===== src/adc_seq_params.svh =====
// Constants for the conversion sequencer: register map, fields, timing.
// Assumes inclusion by bare name from the design files under src/.
//
// Notes on behaviour
// [RULE1] Enabled converter repeats cycles of one-to-eight conversions.
// [RULE2] Slots visited in fixed ascending order.
// [RULE3] Enabled slot converts; disabled slot skipped immediately.
// [RULE4] Each result lands in its own slot register.
// [RULE5] Three-bit mux field picks one of seven sources.
// [RULE6] Control byte: enable, resolution, span, mux fields.
// [RULE7] Resolution spans nine to sixteen bits including sign.
// [RULE8] Conversion lasts 30.52 us times two-to-n.
// [RULE9] Span bit: zero gives 170 mV, one 340 mV.
// [RULE10] Results are sign/magnitude, sign in bit 15.
// [RULE11] Code 111 is sixteen bits, 001 ten bits.
// [RULE12] Mux code 000 routes sense input to converter.
// [RULE13] Accumulator feed comes only from slot zero result.
// [RULE14] Offset source shorts converter input to ground.
// [RULE15] Host programs voltage slots with matching sources.
// [RULE16] Host uses 170 mV for current, 340 otherwise.
// [RULE17] Host reaches all registers over two-wire bus.
// [RULE18] Resolution codes map linearly, one bit per step.
// [RULE19] Wrap to slot zero; all disabled means idle.
`ifndef ADC_SEQ_PARAMS_SVH
`define ADC_SEQ_PARAMS_SVH

// =============================================================
// Register map (two-wire pointer values)
`define CTRL_BASE 8'h00
`define CTRL_LAST 8'h07
`define RESULT_BASE 8'h10
`define RESULT_LAST 8'h1f
`define CTRL_RESET 8'h00
`define RESULT_RESET 16'h0000

// =============================================================
// Control byte fields
`define EN_BIT 7
`define RES_MSB 6
`define RES_LSB 4
`define REF_BIT 3
`define SEL_MSB 2
`define SEL_LSB 0

// =============================================================
// Slots and timing
`define NUM_SLOTS 8
`define CURRENT_SLOT 3'h0
`define MIN_RES_BITS 9
`define CLK_PERIOD_NS 10.0
`define CONV_UNIT_US 30.52
`define CONV_UNIT_CYCLES ((`CONV_UNIT_US * 1000.0) / `CLK_PERIOD_NS)
// Arbitrary neutral bus address
`define DEVICE_ADDR 7'h2a

`endif


===== src/adc_seq_pkg.sv =====
// Types shared by the conversion sequencer files.
// Assumes no other package is imported alongside it.
package adc_seq_pkg;

    // =========================================================
    // Input mux sources
    typedef enum logic [2:0] {
        SRC_SENSE = 3'b000,
        SRC_INNER_TEMP = 3'b001,
        SRC_THERMISTOR = 3'b010,
        SRC_PACK = 3'b011,
        SRC_UPPER_CELL = 3'b100,
        SRC_LOWER_CELL = 3'b101,
        SRC_OFFSET = 3'b110,
        SRC_UNUSED = 3'b111
    } mux_src_t;

    typedef enum logic [1:0] {
        SEQ_IDLE = 2'b00,
        SEQ_SELECT = 2'b01,
        SEQ_CONVERT = 2'b10,
        SEQ_STORE = 2'b11
    } seq_state_t;

    typedef enum logic [2:0] {
        BUS_IDLE = 3'b000,
        BUS_ADDR = 3'b001,
        BUS_ACK_ADDR = 3'b010,
        BUS_WRITE = 3'b011,
        BUS_ACK_WRITE = 3'b100,
        BUS_READ = 3'b101,
        BUS_ACK_READ = 3'b110
    } bus_state_t;

    typedef struct packed {
        logic enable;
        logic [2:0] res_code;
        logic ref_span;
        mux_src_t source;
    } slot_ctrl_t;

    typedef struct packed {
        logic convert;
        logic input_short;
        logic ref_span;
        logic [2:0] res_code;
        mux_src_t source;
    } front_end_t;

endpackage


===== src/conv_timer.sv =====
// Conversion duration timer: one unit of time is counted in core
// clocks, and the conversion lasts two-to-n units.
// Assumes start is a one-cycle pulse given only while idle.
`timescale 1ns/1ps
`include "adc_seq_params.svh"

module conv_timer #(
    parameter int unsigned UNIT_CYCLES = 3052
) (
    input wire logic core_clk,
    input wire logic reset_n,
    input wire logic start,
    input wire logic abort,
    input wire logic [2:0] res_code,
    output logic busy,
    output logic done
);
    import adc_seq_pkg::*;

    logic [31:0] unit_cnt;
    logic [16:0] unit_total;
    logic [16:0] units_done;

    // =========================================================
    // Prescaler and unit counter
    always_ff @(posedge core_clk or negedge reset_n) begin
        if (!reset_n) begin
            busy <= 1'b0;
            done <= 1'b0;
            unit_cnt <= 32'h0;
            units_done <= 17'h0;
            unit_total <= 17'h0;
        end else begin
            done <= 1'b0;
            if (abort) begin
                busy <= 1'b0;
            end else if (start) begin
                busy <= 1'b1;
                unit_cnt <= 32'h0;
                units_done <= 17'h0;
                // Two to the n units, n = 9 + code  (see [RULE8] [RULE18])
                unit_total <= 17'h1 << (5'(`MIN_RES_BITS) + 5'(res_code));
            end else if (busy) begin
                if (unit_cnt == UNIT_CYCLES - 1) begin
                    unit_cnt <= 32'h0;
                    if (units_done + 17'h1 == unit_total) begin
                        busy <= 1'b0;
                        done <= 1'b1;
                    end
                    units_done <= units_done + 17'h1;
                end else begin
                    unit_cnt <= unit_cnt + 32'h1;
                end
            end
        end
    end

endmodule


===== src/adc_conversion_sequencer.sv =====
// Conversion sequencer with two-wire register access.
// Assumes scl/sda inputs are already synchronous to core_clk and
// that the modulator presents its magnitude when convert falls.
`timescale 1ns/1ps
`include "adc_seq_params.svh"

module adc_conversion_sequencer #(
    parameter int unsigned UNIT_CYCLES = int'(`CONV_UNIT_CYCLES)
) (
    input wire logic core_clk,
    input wire logic reset_n,
    input wire logic scl_in,
    input wire logic sda_in,
    output logic sda_out,
    output logic sda_oe,
    input wire logic adc_enable,
    input wire logic mod_sign,
    input wire logic [14:0] mod_magnitude,
    output adc_seq_pkg::front_end_t front_end,
    output logic [2:0] active_slot,
    output logic [15:0] current_result,
    output logic current_result_strobe
);
    import adc_seq_pkg::*;

    // =========================================================
    // Storage
    slot_ctrl_t slot_ctrl [`NUM_SLOTS];
    logic [15:0] slot_result [`NUM_SLOTS];

    seq_state_t seq_state;
    logic [2:0] slot;
    slot_ctrl_t active;
    logic any_enabled;
    logic timer_start;
    logic timer_busy;
    logic timer_done;
    logic abort;

    bus_state_t bus_state;
    logic scl_q;
    logic sda_q;
    logic [3:0] bit_cnt;
    logic [7:0] shift;
    logic [7:0] tx;
    logic [7:0] ptr;
    logic ptr_phase;
    logic rw;
    logic master_nack;
    logic wr_en;
    logic [7:0] wr_addr;
    logic [7:0] wr_data;
    logic [7:0] rd_byte;

    logic start_cond;
    logic stop_cond;
    logic scl_rise;
    logic scl_fall;

    // =========================================================
    // Register read decode
    function automatic logic [7:0] read_byte(input logic [7:0] addr);
        logic [7:0] data;
        logic [15:0] res;
        data = 8'h00;
        res = slot_result[addr[3:1]];
        if (addr <= `CTRL_LAST) begin
            data = slot_ctrl[addr[2:0]];
        end else if (addr >= `RESULT_BASE && addr <= `RESULT_LAST) begin
            data = addr[0] ? res[15:8] : res[7:0];
        end
        return data;
    endfunction

    // Magnitude kept to the selected resolution
    function automatic logic [15:0] pack_result(input logic [2:0] code,
            input logic sign, input logic [14:0] mag);
        logic [14:0] mask;
        mask = 15'h7fff >> (3'h7 - code);  // see [RULE7] [RULE11]
        return {sign, mag & mask};  // see [RULE10]
    endfunction

    // =========================================================
    // Bus line edges and conditions
    assign start_cond = scl_q && scl_in && sda_q && !sda_in;
    assign stop_cond = scl_q && scl_in && !sda_q && sda_in;
    assign scl_rise = !scl_q && scl_in;
    assign scl_fall = scl_q && !scl_in;
    assign sda_out = 1'b0;
    always_comb rd_byte = read_byte(ptr);

    always_ff @(posedge core_clk or negedge reset_n) begin
        if (!reset_n) begin
            scl_q <= 1'b1;
            sda_q <= 1'b1;
        end else begin
            scl_q <= scl_in;
            sda_q <= sda_in;
        end
    end

    // =========================================================
    // Two-wire slave engine  (see [RULE17])
    always_ff @(posedge core_clk or negedge reset_n) begin
        if (!reset_n) begin
            bus_state <= BUS_IDLE;
            bit_cnt <= 4'h0;
            shift <= 8'h00;
            tx <= 8'h00;
            ptr <= 8'h00;
            ptr_phase <= 1'b0;
            rw <= 1'b0;
            master_nack <= 1'b0;
            sda_oe <= 1'b0;
            wr_en <= 1'b0;
            wr_addr <= 8'h00;
            wr_data <= 8'h00;
        end else begin
            wr_en <= 1'b0;
            if (start_cond) begin
                bus_state <= BUS_ADDR;
                bit_cnt <= 4'h0;
                sda_oe <= 1'b0;
            end else if (stop_cond) begin
                bus_state <= BUS_IDLE;
                sda_oe <= 1'b0;
            end else if (scl_rise) begin
                case (bus_state)
                    BUS_ADDR, BUS_WRITE: begin
                        shift <= {shift[6:0], sda_in};
                        bit_cnt <= bit_cnt + 4'h1;
                    end
                    BUS_READ: begin
                        bit_cnt <= bit_cnt + 4'h1;
                    end
                    BUS_ACK_READ: begin
                        master_nack <= sda_in;
                    end
                    default: begin
                    end
                endcase
            end else if (scl_fall) begin
                case (bus_state)
                    BUS_ADDR: begin
                        if (bit_cnt == 4'h8) begin
                            if (shift[7:1] == `DEVICE_ADDR) begin
                                bus_state <= BUS_ACK_ADDR;
                                rw <= shift[0];
                                sda_oe <= 1'b1;
                            end else begin
                                bus_state <= BUS_IDLE;
                            end
                        end
                    end
                    BUS_ACK_ADDR: begin
                        bit_cnt <= 4'h0;
                        if (rw) begin
                            tx <= rd_byte;
                            sda_oe <= !rd_byte[7];
                            ptr <= ptr + 8'h1;
                            bus_state <= BUS_READ;
                        end else begin
                            sda_oe <= 1'b0;
                            ptr_phase <= 1'b1;
                            bus_state <= BUS_WRITE;
                        end
                    end
                    BUS_WRITE: begin
                        if (bit_cnt == 4'h8) begin
                            sda_oe <= 1'b1;
                            bus_state <= BUS_ACK_WRITE;
                            if (ptr_phase) begin
                                ptr <= shift;
                                ptr_phase <= 1'b0;
                            end else begin
                                wr_en <= 1'b1;
                                wr_addr <= ptr;
                                wr_data <= shift;
                                ptr <= ptr + 8'h1;
                            end
                        end
                    end
                    BUS_ACK_WRITE: begin
                        sda_oe <= 1'b0;
                        bit_cnt <= 4'h0;
                        bus_state <= BUS_WRITE;
                    end
                    BUS_READ: begin
                        if (bit_cnt == 4'h8) begin
                            sda_oe <= 1'b0;
                            bus_state <= BUS_ACK_READ;
                        end else begin
                            sda_oe <= !tx[3'(4'h7 - bit_cnt)];
                        end
                    end
                    BUS_ACK_READ: begin
                        if (master_nack) begin
                            bus_state <= BUS_IDLE;
                        end else begin
                            tx <= rd_byte;
                            sda_oe <= !rd_byte[7];
                            ptr <= ptr + 8'h1;
                            bit_cnt <= 4'h0;
                            bus_state <= BUS_READ;
                        end
                    end
                    default: begin
                        bus_state <= BUS_IDLE;
                    end
                endcase
            end
        end
    end

    // =========================================================
    // Slot control registers  (see [RULE6])
    always_ff @(posedge core_clk or negedge reset_n) begin
        if (!reset_n) begin
            for (int i = 0; i < `NUM_SLOTS; i++) begin
                slot_ctrl[i] <= `CTRL_RESET;
            end
        end else if (wr_en && wr_addr <= `CTRL_LAST) begin
            slot_ctrl[wr_addr[2:0]] <= wr_data;
        end
    end

    // =========================================================
    // Sequencer
    always_comb begin
        any_enabled = 1'b0;
        for (int i = 0; i < `NUM_SLOTS; i++) begin
            any_enabled = any_enabled | slot_ctrl[i].enable;
        end
    end

    assign timer_start = (seq_state == SEQ_SELECT) && adc_enable &&
        slot_ctrl[slot].enable;
    assign abort = !adc_enable && (seq_state == SEQ_CONVERT);

    always_ff @(posedge core_clk or negedge reset_n) begin
        if (!reset_n) begin
            seq_state <= SEQ_IDLE;
            slot <= 3'h0;
            active <= `CTRL_RESET;
        end else begin
            case (seq_state)
                SEQ_IDLE: begin
                    slot <= 3'h0;
                    // Nothing runs with every slot off  (see [RULE19])
                    if (adc_enable && any_enabled) begin
                        seq_state <= SEQ_SELECT;  // see [RULE1]
                    end
                end
                SEQ_SELECT: begin
                    if (!adc_enable || !any_enabled) begin
                        seq_state <= SEQ_IDLE;
                    end else if (slot_ctrl[slot].enable) begin
                        active <= slot_ctrl[slot];  // see [RULE3]
                        seq_state <= SEQ_CONVERT;
                    end else begin
                        // Skip disabled slot, wrap 7 to 0  (see [RULE2])
                        slot <= slot + 3'h1;  // see [RULE3] [RULE19]
                    end
                end
                SEQ_CONVERT: begin
                    if (abort) begin
                        seq_state <= SEQ_IDLE;
                    end else if (timer_done) begin
                        seq_state <= SEQ_STORE;  // see [RULE8]
                    end
                end
                SEQ_STORE: begin
                    slot <= slot + 3'h1;  // see [RULE2] [RULE19]
                    seq_state <= SEQ_SELECT;
                end
                default: begin
                    seq_state <= SEQ_IDLE;
                end
            endcase
        end
    end

    conv_timer #(
        .UNIT_CYCLES(UNIT_CYCLES)
    ) u_timer (
        .core_clk(core_clk),
        .reset_n(reset_n),
        .start(timer_start),
        .abort(abort),
        .res_code(slot_ctrl[slot].res_code),
        .busy(timer_busy),
        .done(timer_done)
    );

    // =========================================================
    // Result registers, one per slot
    genvar g;
    generate
        for (g = 0; g < `NUM_SLOTS; g++) begin : g_result
            always_ff @(posedge core_clk or negedge reset_n) begin
                if (!reset_n) begin
                    slot_result[g] <= `RESULT_RESET;
                end else if (seq_state == SEQ_STORE && slot == 3'(g)) begin
                    slot_result[g] <= pack_result(active.res_code,
                        mod_sign, mod_magnitude);  // see [RULE4]
                end
            end
        end
    endgenerate

    // =========================================================
    // Accumulator feed from slot zero only
    always_ff @(posedge core_clk or negedge reset_n) begin
        if (!reset_n) begin
            current_result <= `RESULT_RESET;
            current_result_strobe <= 1'b0;
        end else begin
            current_result_strobe <= 1'b0;
            if (seq_state == SEQ_STORE && slot == `CURRENT_SLOT) begin
                current_result <= pack_result(active.res_code,
                    mod_sign, mod_magnitude);  // see [RULE13]
                current_result_strobe <= 1'b1;  // see [RULE13]
            end
        end
    end

    // =========================================================
    // Front end controls
    always_ff @(posedge core_clk or negedge reset_n) begin
        if (!reset_n) begin
            front_end <= '0;
            active_slot <= 3'h0;
        end else begin
            active_slot <= slot;
            front_end.convert <= timer_start ||
                (timer_busy && !timer_done && !abort);
            front_end.source <= active.source;  // see [RULE5] [RULE12]
            front_end.ref_span <= active.ref_span;  // see [RULE9]
            front_end.res_code <= active.res_code;  // see [RULE7]
            // Input shorted for the offset source  (see [RULE14])
            front_end.input_short <= (active.source == SRC_OFFSET);
            if (timer_start) begin
                front_end.source <= slot_ctrl[slot].source;
                front_end.ref_span <= slot_ctrl[slot].ref_span;
                front_end.res_code <= slot_ctrl[slot].res_code;
                front_end.input_short <=
                    (slot_ctrl[slot].source == SRC_OFFSET);
            end
        end
    end

endmodule


===== config.mk =====
export PLATFORM = sky130hd
export DESIGN_NAME = adc_conversion_sequencer
export DESIGN_NICKNAME = d
export VERILOG_FILES = /design/src/adc_seq_pkg.sv /design/src/conv_timer.sv /design/src/adc_conversion_sequencer.sv
export VERILOG_INCLUDE_DIRS = /design/src /design/src/src
export SDC_FILE = /design/constraint.sdc
export NUM_CORES = 1
export LEC_CHECK = 0
export ABC_AREA = 0
export ABC_CLOCK_PERIOD_IN_PS = 4400
export BUFFER_PORTS_ARGS = -buffer_cell sky130_fd_sc_hd__buf_2
export CORE_ASPECT_RATIO = 0.75
export CORE_UTILIZATION = 60
export CTS_CLUSTER_DIAMETER = 150
export DETAILED_ROUTE_END_ITERATION = 6
export PLACE_DENSITY = 0.77
export SETUP_SLACK_MARGIN = 0.4
export SLEW_MARGIN = 20
export SYNTH_ARGS = -nofsm -noshare
export SYNTH_HDL_FRONTEND = slang
export SYNTH_SLANG_ARGS = --single-unit

===== constraint.sdc =====
create_clock -name core_clk -period 4.4 [get_ports core_clk]
set_clock_uncertainty 0.05 [all_clocks]
set_input_delay 0.66 -clock core_clk [delete_from_list [all_inputs] [get_ports core_clk]]
set_output_delay 0.66 -clock core_clk [all_outputs]
set_load 0.05 [all_outputs]

==> results of run 1 <==
worst paths after layout:
check / start / end / slack (ns) / depth (start not counted)
max reg2reg: slot[0] / u_timer.unit_total[9] / 1.18 / 8
max: slot[0] / u_timer.unit_total[9] / 1.18 / 8
min in group core_clk: scl_in / scl_q / 0.24 / 1
min: reset_n / current_result[6] / 0.12 / 1
max in group asynchronous: reset_n / slot_ctrl[30] / 3.06 / 2
min reg2reg: slot_result[93] / slot_result[93] / 0.43 / 2
layout make-up:
cell class                 instances  area, µm²
clock buffer                      53       1090
clock inverter                    10        119
fill                            1968       8820
inverter                          21       78.8
multi-input combinational        972       7720
sequential                       339       8490
tap                              351        439
timing repair buffer              73        433
synth_stat cells, drive strengths merged (2+ instances only):
library cell | count | area, µm²
nand3b | 6 | 45.0
or4 | 2 | 15.0
xnor2 | 14 | 123
inv | 20 | 75.1
o41ai | 2 | 17.5
dfstp | 2 | 52.6
mux2 | 170 | 1910
nor4bb | 2 | 20.0
a2bb2oi | 5 | 43.8
nor2b | 10 | 62.6
mux4 | 66 | 1510
and2 | 11 | 68.8
xor2 | 43 | 377
o31ai | 6 | 45.0
or3 | 7 | 43.8
nand4 | 24 | 150
nor2 | 98 | 384
a22o | 5 | 43.8
o22ai | 8 | 50.1
o21ai | 118 | 621
a211oi | 4 | 30.0
dfrtp | 337 | 8430
nor4 | 11 | 75.1
nand2 | 146 | 553
mux2i | 27 | 270
a21o | 4 | 30.0
clkbuf | 43 | 163
buf | 43 | 289
a31oi | 11 | 68.8
nor3 | 14 | 70.1
and4 | 6 | 52.6
and3 | 18 | 113
nand3 | 47 | 235
ha | 18 | 225
a22oi | 2 | 15.0
nor4b | 2 | 17.5
o211ai | 3 | 22.5
or2 | 4 | 25.0
nand2b | 11 | 68.8
a21oi | 27 | 135
nor3b | 6 | 55.1
flip-flops by register name, indices dropped and copies added, names as in the netlist, 2 cells and up:
name and cells:
slot 3, slot_ctrl 64, wr_addr 8, seq_state 2, slot_result 112, ptr 8, current_result 16, bus_state 3
wr_data 8, shift 8, active 7, u_timer.unit_total 17, front_end 9, u_timer.unit_cnt 32, u_timer.units_done 17, tx 8
bit_cnt 4, active_slot 3
per-stage QoR:
stage          hold WS [ns]  power [µW]  instance area [µm²]
2_1_floorplan         0.314        4040                16700
3_3_place_gp          0.407        4290                17200
3_5_place_dp          0.415        4320                17200
4_1_cts               0.152        7380                18400
5_1_grt               0.182        7610                18400
6_report              0.123        7330                18400
layer usage:
layer  GRT usage [%]  vias to the layer above  wire, µm
li1                -                     5179         -
met1            43.7                     6033     17700
met2            41.8                      404     17300
met3            4.57                       49      2460
met4            7.17                        0       643
met5               0                        -         0
kinds of logic after synthesis:
| group | Yosys count | synth area share (%) |
|---|---|---|
| AND/OR/NAND/NOR | 425 | 12.3 |
| multiplexers | 263 | 22.1 |
| other | 1 | 0.0224 |
| buffers and inverters | 107 | 3.17 |
| AO/OA/AOI/OAI | 207 | 7.37 |
| XOR/XNOR | 57 | 2.98 |
| flip-flops | 339 | 50.7 |
| adder cells (fa/ha/maj) | 19 | 1.41 |
power by group through the flow:
stage,Combinational (µW),Sequential (µW),Clock (µW)
floorplan,694,3350,0
global placement,801,3480,0
detailed placement,825,3490,0
CTS,829,3430,3110
global route,895,3460,3250
finish,824,3430,3070
worst max-delay path, stage by stage, from the launching register on:
cell                      delay [ns]
sky130_fd_sc_hd__dfrtp_1        0.43
sky130_fd_sc_hd__buf_4          0.36
sky130_fd_sc_hd__mux4_1         0.59
sky130_fd_sc_hd__mux2i_1        0.55
sky130_fd_sc_hd__nor2_1         0.17
sky130_fd_sc_hd__ha_1           0.35
sky130_fd_sc_hd__or2_2          0.35
sky130_fd_sc_hd__nor2_1         0.14
sky130_fd_sc_hd__a22o_1         0.14
==> flow_summary.rst, run 1 <==
.. list-table::
   :header-rows: 1

   * - Metric
     - Value
   * - GRT overflow
     - 0
   * - Number of enable flip-flop cells after synthesis
     - 0
   * - Clock transition time at the flip-flop clock pins of the worst setup and hold paths
     - 0.06 ns
   * - Post-route setup TNS
     - 0 ns
   * - Remaining number of nets flagged by the antenna check after routing
     - 0
   * - Register share of total power
     - 46.8%
   * - Setup Fix Bufs, Post-CTS
     - 0
   * - Post-synth top flop
     - sky130_fd_sc_hd__dfrtp_1
   * - Core area
     - 0.0272 mm²
   * - Net switching power of the design
     - 1870 µW
   * - Insertion delay to the later sink of the worst-skew pair
     - 0.53 ns
   * - Overall fraction of global-route tracks in use
     - 28.2%
   * - Setup slack at placement
     - 1.29 ns
   * - Root buffer cell
     - sky130_fd_sc_hd__clkbuf_16
   * - Remaining routing DRC violations
     - 0
   * - Routed Wire Length
     - 38.1 mm
   * - Fraction of power spent switching nets
     - 25.6%
   * - Mean area per synthesized cell
     - 11.8 µm²
   * - Maximum number of pins on one net before global-route repair
     - 108
   * - Post-route worst setup slack
     - 1.18 ns
   * - Run status
     - finished, final reports clean
   * - Hold WC Path Type
     - input port to asynchronous set/reset pin
   * - Worst-Margin Slew
     - 1.08 ns
   * - Fraction of layout cells with a size suffix above 1
     - 26.3%
   * - Worst Path Required
     - 4.80 ns
   * - Global placement routability congestion
     - 0.896
   * - Avg WL per Cell
     - 21.0 µm
   * - Vias per inst
     - 6.41
   * - Num CTS Buffers
     - 35
   * - Number of antenna diodes
     - 0
   * - Max-slew headroom at the worst pin
     - 28.1%
   * - Highest net fanout along the worst path
     - 19
   * - Data arrival, critical path
     - 3.62 ns
   * - Vias in the first global route
     - 11,550
   * - Hold violation total from the final report
     - 0
   * - Areal power density over the cells
     - 399 mW/mm²
   * - LEAKAGE
     - 0.00831 µW
   * - Ports
     - 52
   * - Synthesized flop and latch total
     - 339
   * - Max Transition Viols Final
     - 0
   * - Commonest non-fill, non-tap cell in the layout
     - sky130_fd_sc_hd__dfrtp_1
   * - Number of instances in the synthesized netlist
     - 1,418
   * - 1st-pass router iterations
     - 5
   * - Part of the cycle the worst path needs
     - 73.3%
   * - Internal power
     - 5450 µW
   * - Final Setup Violations
     - 0
   * - CTS tree
     - built
   * - Final cell count without fillers
     - 1,819
   * - Total Nets Final
     - 1,481
   * - Max-cap violations
     - 0
   * - Portion of the post-synthesis area used by sequential elements
     - 50.7%
   * - Drt initial violations
     - 1,169
   * - Count of distinct cell types in the synthesized netlist
     - 72
   * - Post-layout min period
     - 3.22 ns
   * - Initial antenna violation count
     - 0
   * - Utilization after layout
     - 67.6%
   * - Number of cells in the design after placement
     - 1,756
   * - Upper clock frequency limit
     - 0.310 GHz
   * - CP endpoint kind
     - flip-flop
   * - Setup repair after global routing missed its margin
     - false
   * - Die height
     - 147 µm
   * - H-Tree Depth
     - 2
   * - First-pass GRT wire length
     - 63.4 mm
   * - Cell area after technology mapping
     - 0.0167 mm²
   * - Detailed-route via count
     - 11,665
   * - Max rail drop VDD
     - 0.252 mV
   * - Port-buffer cells
     - 50
   * - Overall die area
     - 0.0286 mm²
   * - Syn-to-layout area delta
     - 9.82%
   * - Max Root-Sink Buffers
     - 3
   * - # resized after CTS
     - 0
   * - Number of buffers inserted by hold repair at cts
     - 0
   * - Commonest non-fill, non-tap cells in the layout
     - sky130_fd_sc_hd__dfrtp_1 (336), sky130_fd_sc_hd__mux2_2 (170), sky130_fd_sc_hd__nand2_1 (144)
   * - Yosys warns
     - 0
   * - Synth Net Count
     - 1,457
   * - Share of power burned in the clock network
     - 41.9%
   * - Crit Path Category
     - flip-flop to flip-flop
   * - Critical Path Source Type
     - flip-flop
   * - Power share of the combinational group
     - 11.2%
   * - HPWL after detailed placement
     - 25.5 mm
   * - Initial Util
     - 61.5%
   * - Rows
     - 52
   * - Horiz. Die Dim
     - 195 µm
   * - Number of sinks driven by the clock tree
     - 339
   * - Share of flip-flops with an asynchronous set or reset
     - 100%
No activity file was read; power rests on OpenSTA's default activity.
==> run 2, diff against run 1 <==
--- a/config.mk
+++ b/config.mk
@@ -7,10 +7,10 @@
 export NUM_CORES = 1
 export LEC_CHECK = 0
 export ABC_AREA = 0
-export ABC_CLOCK_PERIOD_IN_PS = 4400
+export ABC_CLOCK_PERIOD_IN_PS = 2650
 export BUFFER_PORTS_ARGS = -buffer_cell sky130_fd_sc_hd__buf_2
 export CORE_ASPECT_RATIO = 0.75
-export CORE_UTILIZATION = 60
+export CORE_UTILIZATION = 57
 export CTS_CLUSTER_DIAMETER = 150
 export DETAILED_ROUTE_END_ITERATION = 6
 export PLACE_DENSITY = 0.77
==> constraint.sdc (replaced) <==
create_clock -name core_clk -period 2.65 [get_ports core_clk]
set_clock_uncertainty 0.05 [all_clocks]
set_input_delay 0.3975 -clock core_clk [delete_from_list [all_inputs] [get_ports core_clk]]
set_output_delay 0.3975 -clock core_clk [all_outputs]
set_load 0.05 [all_outputs]
==> run 2 against run 1 <==
  * Setup slack lost 0.88 ns
  * Wire length is 8.9% higher
  * Sequential share of layout area shrank 2.3 points
  * Design area grew 5.2%
  * Power up 68%
  * Combinational power up 110%
  * Non-clock buffer count is 70 higher
  * Core utilization increased by 0.41 points
  * Largest cell class unchanged
  * Count of clock-buffer cells in the layout shrank 9
==> flow_summary.rst, run 2 (synthesis gave the netlist of run 1 again) <==
.. list-table::
   :header-rows: 1

   * - Metric
     - Value
   * - Overall die area
     - 0.0300 mm² (+5.2%)
   * - Commonest non-fill, non-tap cells in the layout
     - sky130_fd_sc_hd__dfrtp_1 (330), sky130_fd_sc_hd__mux2_2 (170), sky130_fd_sc_hd__nand2_1 (137)
   * - Run status
     - finished, final reports clean
   * - Root buffer cell
     - sky130_fd_sc_hd__clkbuf_16
   * - Horiz. Die Dim
     - 200 µm (+2.6%)
   * - Setup repair after global routing missed its margin
     - true
   * - Routed Wire Length
     - 41.5 mm (+8.9%)
   * - Commonest non-fill, non-tap cell in the layout
     - sky130_fd_sc_hd__dfrtp_1
   * - Worst hold path startpoint
     - mod_magnitude[3]
   * - Critical Path Source Type
     - flip-flop
   * - Number of flip-flops under the largest register name
     - 112 (unchanged)
   * - Vias in the first global route
     - 11,648 (+0.85%)
   * - Fraction of layout cells with a size suffix above 1
     - 33.0% (+6.7 points)
   * - Max Root-Sink Buffers
     - 3 (unchanged)
   * - CP endpoint kind
     - flip-flop
   * - Part of the cycle the worst path needs
     - 88.8% (+16 points)
   * - Remaining routing DRC violations
     - 0 (unchanged)
   * - Max rail drop VDD
     - 0.436 mV (+73%)
   * - Data arrival, critical path
     - 2.72 ns (-0.90 ns)
   * - Number of antenna diodes
     - 0 (unchanged)
   * - GRT overflow
     - 0 (unchanged)
   * - Highest net fanout along the worst path
     - 7 (-12)
   * - Global placement routability congestion
     - 0.905 (+0.97%)
   * - Hold WC Path Type
     - input port to flip-flop
   * - Overall fraction of global-route tracks in use
     - 28.6% (+0.37 points)
   * - Post-route worst setup slack
     - 0.297 ns (-0.879 ns)
   * - Total Nets Final
     - 1,551 (+4.7%)
   * - Startpoint of the lowest-slack register-to-register path
     - ptr[1]
   * - Max-cap violations
     - 0 (unchanged)
   * - Upper clock frequency limit
     - 0.425 GHz (+37%)
   * - M1 GR Usage
     - 44.2% (+0.47 points)
   * - Hold violation total from the final report
     - 0 (unchanged)
   * - Avg WL per Cell
     - 21.6 µm (+3.2%)
   * - Vias per inst
     - 6.25 (-2.6%)
   * - Num CTS Buffers
     - 34 (-2.9%)
   * - 1st-pass router iterations
     - 5 (unchanged)
   * - Die height
     - 150 µm (+2.6%)
   * - Gr busiest metal
     - met1
   * - Syn-to-layout area delta
     - 15.6%
   * - Worst Path Required
     - 3.02 ns (-1.78 ns)
   * - Crit Path Category
     - flip-flop to flip-flop
   * - Number of cells in the design after placement
     - 1,824 (+3.9%)
   * - Initial Util
     - 58.8% (-2.7 points)
   * - Core area
     - 0.0284 mm² (+4.6%)
   * - Drt initial violations
     - 1,317 (+13%)
   * - CTS tree
     - built
   * - Top Registers
     - slot_result (112), slot_ctrl (64), u_timer.unit_cnt (32)
   * - Setup crit start
     - ptr[1]
   * - Detailed-route via count
     - 11,990 (+2.8%)
   * - Max Transition Viols Final
     - 0 (unchanged)
   * - HPWL after detailed placement
     - 27.3 mm (+7.0%)
   * - Post-layout min period
     - 2.35 ns (-0.871 ns)
   * - Largest register by flop count
     - slot_result
   * - Insertion delay to the later sink of the worst-skew pair
     - 0.54 ns (about the same)
   * - Port-buffer cells
     - 50 (unchanged)
   * - Remaining number of nets flagged by the antenna check after routing
     - 0 (unchanged)
   * - Rows
     - 53 (+1.9%)
   * - Final Setup Violations
     - 0 (unchanged)
   * - Final cell count without fillers
     - 1,919 (+5.5%)
   * - Number of sinks driven by the clock tree
     - 339 (unchanged)
   * - Fraction of met2 tracks used by global routing
     - 41.6% (-0.19 points)
   * - Clock transition time at the flip-flop clock pins of the worst setup and hold paths
     - 0.07 ns (about the same)
   * - GR Layer Usage met3
     - 5.42% (+0.85 points)
   * - Worst-Margin Slew
     - 1.00 ns (-0.0749 ns)
   * - Post-route setup TNS
     - 0 ns (unchanged)
   * - First-pass GRT wire length
     - 65.5 mm (+3.4%)
   * - Areal power density over the cells
     - 635 mW/mm² (+59%)
   * - Setup slack at placement
     - 0.139 ns (-1.15 ns)
   * - Ports
     - 52 (unchanged)
   * - Maximum number of pins on one net before global-route repair
     - 73 (-32%)
   * - Max-slew headroom at the worst pin
     - 32.7% (+4.6 points)
   * - LEAKAGE
     - 0.00866 µW (+4.2%)
   * - Initial antenna violation count
     - 1 (+1)
   * - H-Tree Depth
     - 2 (unchanged)
[run 2: final timing paths]
kind	endpoint	slack, ns	cells past startpoint
min reg2reg	slot_result[93]	0.43	2
min in group asynchronous	ptr[2]	0.36	2
max	sda_oe	0.30	5
min	slot_result[19]	0.15	2
max in group asynchronous	seq_state[0]	1.42	3
max reg2reg	sda_oe	0.30	5
[run 2: power by group]
group          leakage [µW]  switching [µW]  internal (µW)
clock              0.000557            2040           2900
sequential          0.00423             275           5340
combinational       0.00387             897            828
[run 2: repair_timing]
action	in CTS	in global routing
endpoints found under the hold margin	52	0
gates cloned	0	1
pin swaps	5	15
hold buffers	3	0
setup endpoints to repair	95	95
setup buffers	6	27
gates resized for setup	33	46
[run 2: worst max-delay path, stage by stage (launching register included)]
cell and delay, ns:
sky130_fd_sc_hd__dfrtp_2 0.50, sky130_fd_sc_hd__mux4_2 0.52, sky130_fd_sc_hd__mux4_2 0.54, sky130_fd_sc_hd__a31oi_4 0.24, sky130_fd_sc_hd__nand3_2 0.12, sky130_fd_sc_hd__a311oi_2 0.27
[run 2: final cells by class]
type	count	area, µm²
fill	1957	9110
tap	385	482
multi-input combinational	973	8030
sequential	339	8490
inverter	21	82.6
timing repair buffer	143	1120
clock buffer	44	938
clock inverter	14	195
[run 2: routing by layer]
metal / wire [µm] / part of all wire [%] / vias up
li1: - / - / 5310
met1: 18700 / 45 / 6096
met2: 18600 / 45 / 514
met3: 3310 / 8.0 / 70
met4: 821 / 2.0 / 0
met5: 0 / 0 / -
[run 2: per-stage QoR]
stage | area, µm² | total power, µW | hold WS [ns] | utilization (%)
after floorplan | 16800 | 6720 | 0.0519 | -
after global placement | 17500 | 7200 | 0.314 | 61.7
after detailed placement | 17500 | 7240 | 0.320 | 61.7
after CTS | 18900 | 12200 | 0.142 | 66.5
after global routing | 19300 | 12700 | 0.162 | 68.0
final | 19300 | 12300 | 0.149 | 68.0
==> run 3, diff against run 2 <==
--- a/config.mk
+++ b/config.mk
@@ -6,7 +6,7 @@
 export SDC_FILE = /design/constraint.sdc
 export NUM_CORES = 1
 export LEC_CHECK = 0
-export ABC_AREA = 0
+export ABC_AREA = 1
 export ABC_CLOCK_PERIOD_IN_PS = 2650
 export BUFFER_PORTS_ARGS = -buffer_cell sky130_fd_sc_hd__buf_2
 export CORE_ASPECT_RATIO = 0.75
==> constraint.sdc (replaced) <==
create_clock -name core_clk -period 2.65 [get_ports core_clk]
set_clock_uncertainty 0.05 [all_clocks]
set_input_delay 0.1325 -clock core_clk [delete_from_list [all_inputs] [get_ports core_clk]]
set_output_delay 0.1325 -clock core_clk [all_outputs]
set_load 0.05 [all_outputs]
==> run 3 against run 2 <==
  * The flow now finishes with violations (design-rule violations)
  * Combinational power increased to 2.6 times the previous value
  * First-iteration DRC count increased by 49%
  * Sequential power increased by 3%
  * Area after synthesis increased by 3.9%
  * Wire length increased by 14%
  * Critical path depth increased by 8
  * Design area increased by 1.4%
  * Critical endpoint is now u_timer.unit_total[9]
  * Largest cell class unchanged
==> flow_summary.rst, run 3 <==
.. list-table::
   :header-rows: 1

   * - Metric
     - Value
   * - Vias per inst
     - 5.88 (-5.9%)
   * - Internal power
     - 9860 µW (+8.7%)
   * - Root buffer cell
     - sky130_fd_sc_hd__clkbuf_16
   * - Power share of the combinational group
     - 29.3% (+15 points)
   * - Fraction of power spent switching nets
     - 35.3% (+9.2 points)
   * - Areal power density over the cells
     - 778 mW/mm² (+22%)
   * - Number of inserted filler cells in the final layout
     - 2,432 (+24%)
   * - Post-route setup TNS
     - 0 ns (unchanged)
   * - H-Tree Depth
     - 2 (unchanged)
   * - Insertion delay to the later sink of the worst-skew pair
     - 0.54 ns (about the same)
   * - Highest net fanout along the worst path
     - 5 (-2)
   * - Yosys warns
     - 0 (unchanged)
   * - Detailed-route via count
     - 15,748 (+31%)
   * - Synth Net Count
     - 2,250 (+54%)
   * - Overall die area
     - 0.0312 mm² (+3.8%)
   * - Critical Path Source Type
     - flip-flop
   * - 1st-pass router iterations
     - 7 (+2)
   * - Data arrival, critical path
     - 2.54 ns (-0.18 ns)
   * - Register share of total power
     - 38.0% (-7.7 points)
   * - Drt initial violations
     - 1,958 (+49%)
   * - Rows
     - 54 (+1.9%)
   * - Number of sinks driven by the clock tree
     - 339 (unchanged)
   * - Most frequent cells after synthesis
     - sky130_fd_sc_hd__nand2_1 (580), sky130_fd_sc_hd__dfrtp_1 (337), sky130_fd_sc_hd__o21ai_0 (329)
   * - Failing checks
     - design-rule violations
   * - Cell area after technology mapping
     - 0.0174 mm² (+3.9%)
   * - Net switching power of the design
     - 5390 µW (+68%)
   * - Setup repair after global routing missed its margin
     - true
   * - Remaining number of nets flagged by the antenna check after routing
     - 0 (unchanged)
   * - Synth top area share
     - 48.5% (-1.9 points)
   * - Largest register by flop count
     - slot_result
   * - Register area
     - 0.00849 mm² (about the same)
   * - Overall fraction of global-route tracks in use
     - 30.5% (+1.9 points)
   * - Max rail drop VDD
     - 0.608 mV (+39%)
   * - Fraction of layout cells with a size suffix above 1
     - 11.1% (-22 points)
   * - Number of flip-flops under the largest register name
     - 112 (unchanged)
   * - Horiz. Die Dim
     - 204 µm (+1.9%)
   * - Commonest non-fill, non-tap cell in the layout
     - sky130_fd_sc_hd__nand2_1
   * - Number of instances in the synthesized netlist
     - 2,211 (+56%)
   * - Crit Path Category
     - flip-flop to flip-flop
   * - Core area
     - 0.0295 mm² (+3.8%)
   * - Part of the cycle the worst path needs
     - 81.2% (-7.6 points)
   * - Share of power burned in the clock network
     - 32.8% (-7.4 points)
   * - Worst Path Required
     - 3.04 ns (+0.02 ns)
   * - Mean area per synthesized cell
     - 7.86 µm² (-33%)
   * - Largest area contributor in the netlist
     - sky130_fd_sc_hd__dfrtp_1
   * - Port-buffer cells
     - 50 (unchanged)
   * - Run status
     - finished with violations
   * - Ports
     - 52 (unchanged)
   * - Syn-to-layout area delta
     - 12.8%
   * - Hold WC Path Type
     - input port to flip-flop
   * - Share of flip-flops with an asynchronous set or reset
     - 100% (unchanged)
   * - Synthesized flop and latch total
     - 339 (unchanged)
   * - Vias in the first global route
     - 14,780 (+27%)
   * - Area used by multi-input combinational logic
     - 0.00763 mm² (-5.0%)
   * - Max-cap violations
     - 0 (unchanged)
   * - Number of cells in the design after placement
     - 2,580 (+41%)
   * - Post-synth top flop
     - sky130_fd_sc_hd__dfrtp_1
   * - Final cell count without fillers
     - 2,679 (+40%)
   * - Global placement routability congestion
     - 0.956 (+5.7%)
   * - Post-layout min period
     - 2.15 ns (-0.201 ns)
   * - Synth top area cells
     - sky130_fd_sc_hd__dfrtp_1 (49%), sky130_fd_sc_hd__nand2_1 (13%), sky130_fd_sc_hd__o21ai_0 (9.5%)
   * - Count of distinct cell types in the synthesized netlist
     - 50 (-31%)
   * - Top Registers
     - slot_result (112), slot_ctrl (64), u_timer.unit_cnt (32)
   * - Maximum number of pins on one net before global-route repair
     - 87 (+19%)
   * - Commonest non-fill, non-tap cells in the layout
     - sky130_fd_sc_hd__nand2_1 (578), sky130_fd_sc_hd__dfrtp_1 (332), sky130_fd_sc_hd__o21ai_0 (326)
   * - Portion of the post-synthesis area used by sequential elements
     - 48.8% (-1.9 points)
   * - Upper clock frequency limit
     - 0.465 GHz (+9.3%)
   * - Num CTS Buffers
     - 35 (+2.9%)
   * - Remaining routing DRC violations
     - 1 (+1)
   * - CP endpoint kind
     - flip-flop
   * - Hold violation total from the final report
     - 0 (unchanged)
   * - LEAKAGE
     - 0.00937 µW (+8.2%)
   * - HPWL after detailed placement
     - 31.1 mm (+14%)
   * - Initial antenna violation count
     - 0 (-1)
   * - Max-slew headroom at the worst pin
     - 42.8% (+10 points)
   * - Max Transition Viols Final
     - 0 (unchanged)
   * - Total Nets Final
     - 2,299 (+48%)
   * - GRT overflow
     - 0 (unchanged)
   * - Routed Wire Length
     - 47.5 mm (+14%)
   * - Avg WL per Cell
     - 17.7 µm (-18%)
   * - Library cell with the highest instance count after synthesis
     - sky130_fd_sc_hd__nand2_1
   * - Max Root-Sink Buffers
     - 3 (unchanged)
   * - Initial Util
     - 58.9% (about the same)
   * - Number of antenna diodes
     - 0 (unchanged)
   * - First-pass GRT wire length
     - 76.5 mm (+17%)
   * - Die height
     - 153 µm (+1.9%)
   * - Number of enable flip-flop cells after synthesis
     - 0 (unchanged)
   * - Worst-Margin Slew
     - 0.857 ns (-0.144 ns)
   * - Clock transition time at the flip-flop clock pins of the worst setup and hold paths
     - 0.06 ns (about the same)
   * - Final Setup Violations
     - 0 (unchanged)
   * - CTS tree
     - built
-- run 3: changes by cell type after synthesis, moves of 24 or more --
cell / delta
sky130_fd_sc_hd__a21oi_1: +75
sky130_fd_sc_hd__inv_1: +168
sky130_fd_sc_hd__mux2_2: -170
sky130_fd_sc_hd__mux2i_1: -27
sky130_fd_sc_hd__mux4_2: -61
sky130_fd_sc_hd__nand2_1: +436
sky130_fd_sc_hd__nand3_1: +87
sky130_fd_sc_hd__nor2_1: +58
sky130_fd_sc_hd__o211ai_1: +24
sky130_fd_sc_hd__o21ai_0: +220
sky130_fd_sc_hd__xor2_1: -30
-- run 3: cell families (layout without fill, tap and decap cells) --
| kind of cell | Yosys count | after routing | synth area share, % |
|---|---|---|---|
| xor+xnor | 18 | 18 | 0.907 |
| buf+inv | 319 | 395 | 7.93 |
| compound gates | 560 | 560 | 17.8 |
| fa+ha+maj | 18 | 18 | 1.30 |
| simple gates | 956 | 956 | 23.2 |
| other cells | 1 | 1 | 0.0216 |
| flops | 339 | 339 | 48.8 |
-- run 3: what timing repair did --
action,in CTS,in global routing
gates cloned,0,4
hold endpoints to repair,322,0
hold buffers,12,0
pin swaps,0,8
setup endpoints to repair,37,61
gates resized for setup,12,37
setup buffers,1,18
-- run 3: worst paths after layout --
path                            slack [ns]  cells after the start               from               endpoint
worst min-delay path                  0.04                      3  mod_magnitude[11]     current_result[11]
worst max register to register        0.50                     13            slot[0]  u_timer.unit_total[9]
worst max-delay path                  0.50                     13            slot[0]  u_timer.unit_total[9]
max in group asynchronous             1.64                      3            reset_n  u_timer.units_done[0]
min in group asynchronous             0.08                      2            reset_n        slot_result[53]
worst min register to register        0.42                      2    slot_result[28]        slot_result[28]
-- run 3: through the flow --
stage	hold slack [ns]	worst slack, ns	cell area, µm²	utilization, %	power (µW)
after floorplan	-0.213	0.521	17400	-	8660
after global routing	0.0567	0.383	19600	66.4	16000
final	0.0421	0.498	19600	66.4	15300
after global placement	0.0580	0.251	17900	60.7	9780
after detailed placement	0.0623	0.134	17900	60.7	9880
after CTS	0.0164	0.357	19300	65.3	14900
-- run 3: worst max-delay path: stages (launching register included) --
cell and delay (ns):
sky130_fd_sc_hd__dfrtp_2 0.43, sky130_fd_sc_hd__buf_4 0.17, sky130_fd_sc_hd__buf_12 0.13, sky130_fd_sc_hd__nand2_1 0.06, sky130_fd_sc_hd__nand3_1 0.06, sky130_fd_sc_hd__o21ai_1 0.09, sky130_fd_sc_hd__inv_1 0.07, sky130_fd_sc_hd__o21ai_2 0.22
sky130_fd_sc_hd__nand2_1 0.09, sky130_fd_sc_hd__inv_2 0.08, sky130_fd_sc_hd__ha_4 0.20, sky130_fd_sc_hd__nor2_4 0.14, sky130_fd_sc_hd__nand3_1 0.10, sky130_fd_sc_hd__o21ai_0 0.16
-- run 3: layout make-up --
cell class / instances / area share, %
flip-flops and latches: 339 / 43.3
multi-input cells: 1553 / 38.9
clock buffers: 54 / 5.45
repair buffers: 125 / 5.26
inverters: 205 / 4.06
well taps: 392 / 2.50
clock inverters: 10 / 0.485
repair inverters: 1 / 0.0383
-- run 3: power by group through the flow --
stage | logic, µW | registers, µW | clock network (µW)
after floorplan | 2860 | 5800 | 0
after global placement | 3930 | 5850 | 0
after detailed placement | 4020 | 5860 | 0
after CTS | 4090 | 5780 | 5070
after global routing | 4930 | 5820 | 5280
final | 4470 | 5790 | 5000
-- run 3: layer usage --
metal	vias up	share of wire [%]	global-route usage (%)
met1	7512	45	46.3
li1	7395	-	-
met5	-	0	0
met4	0	1.9	8.45
met2	762	44	45.3
met3	79	9.0	4.69
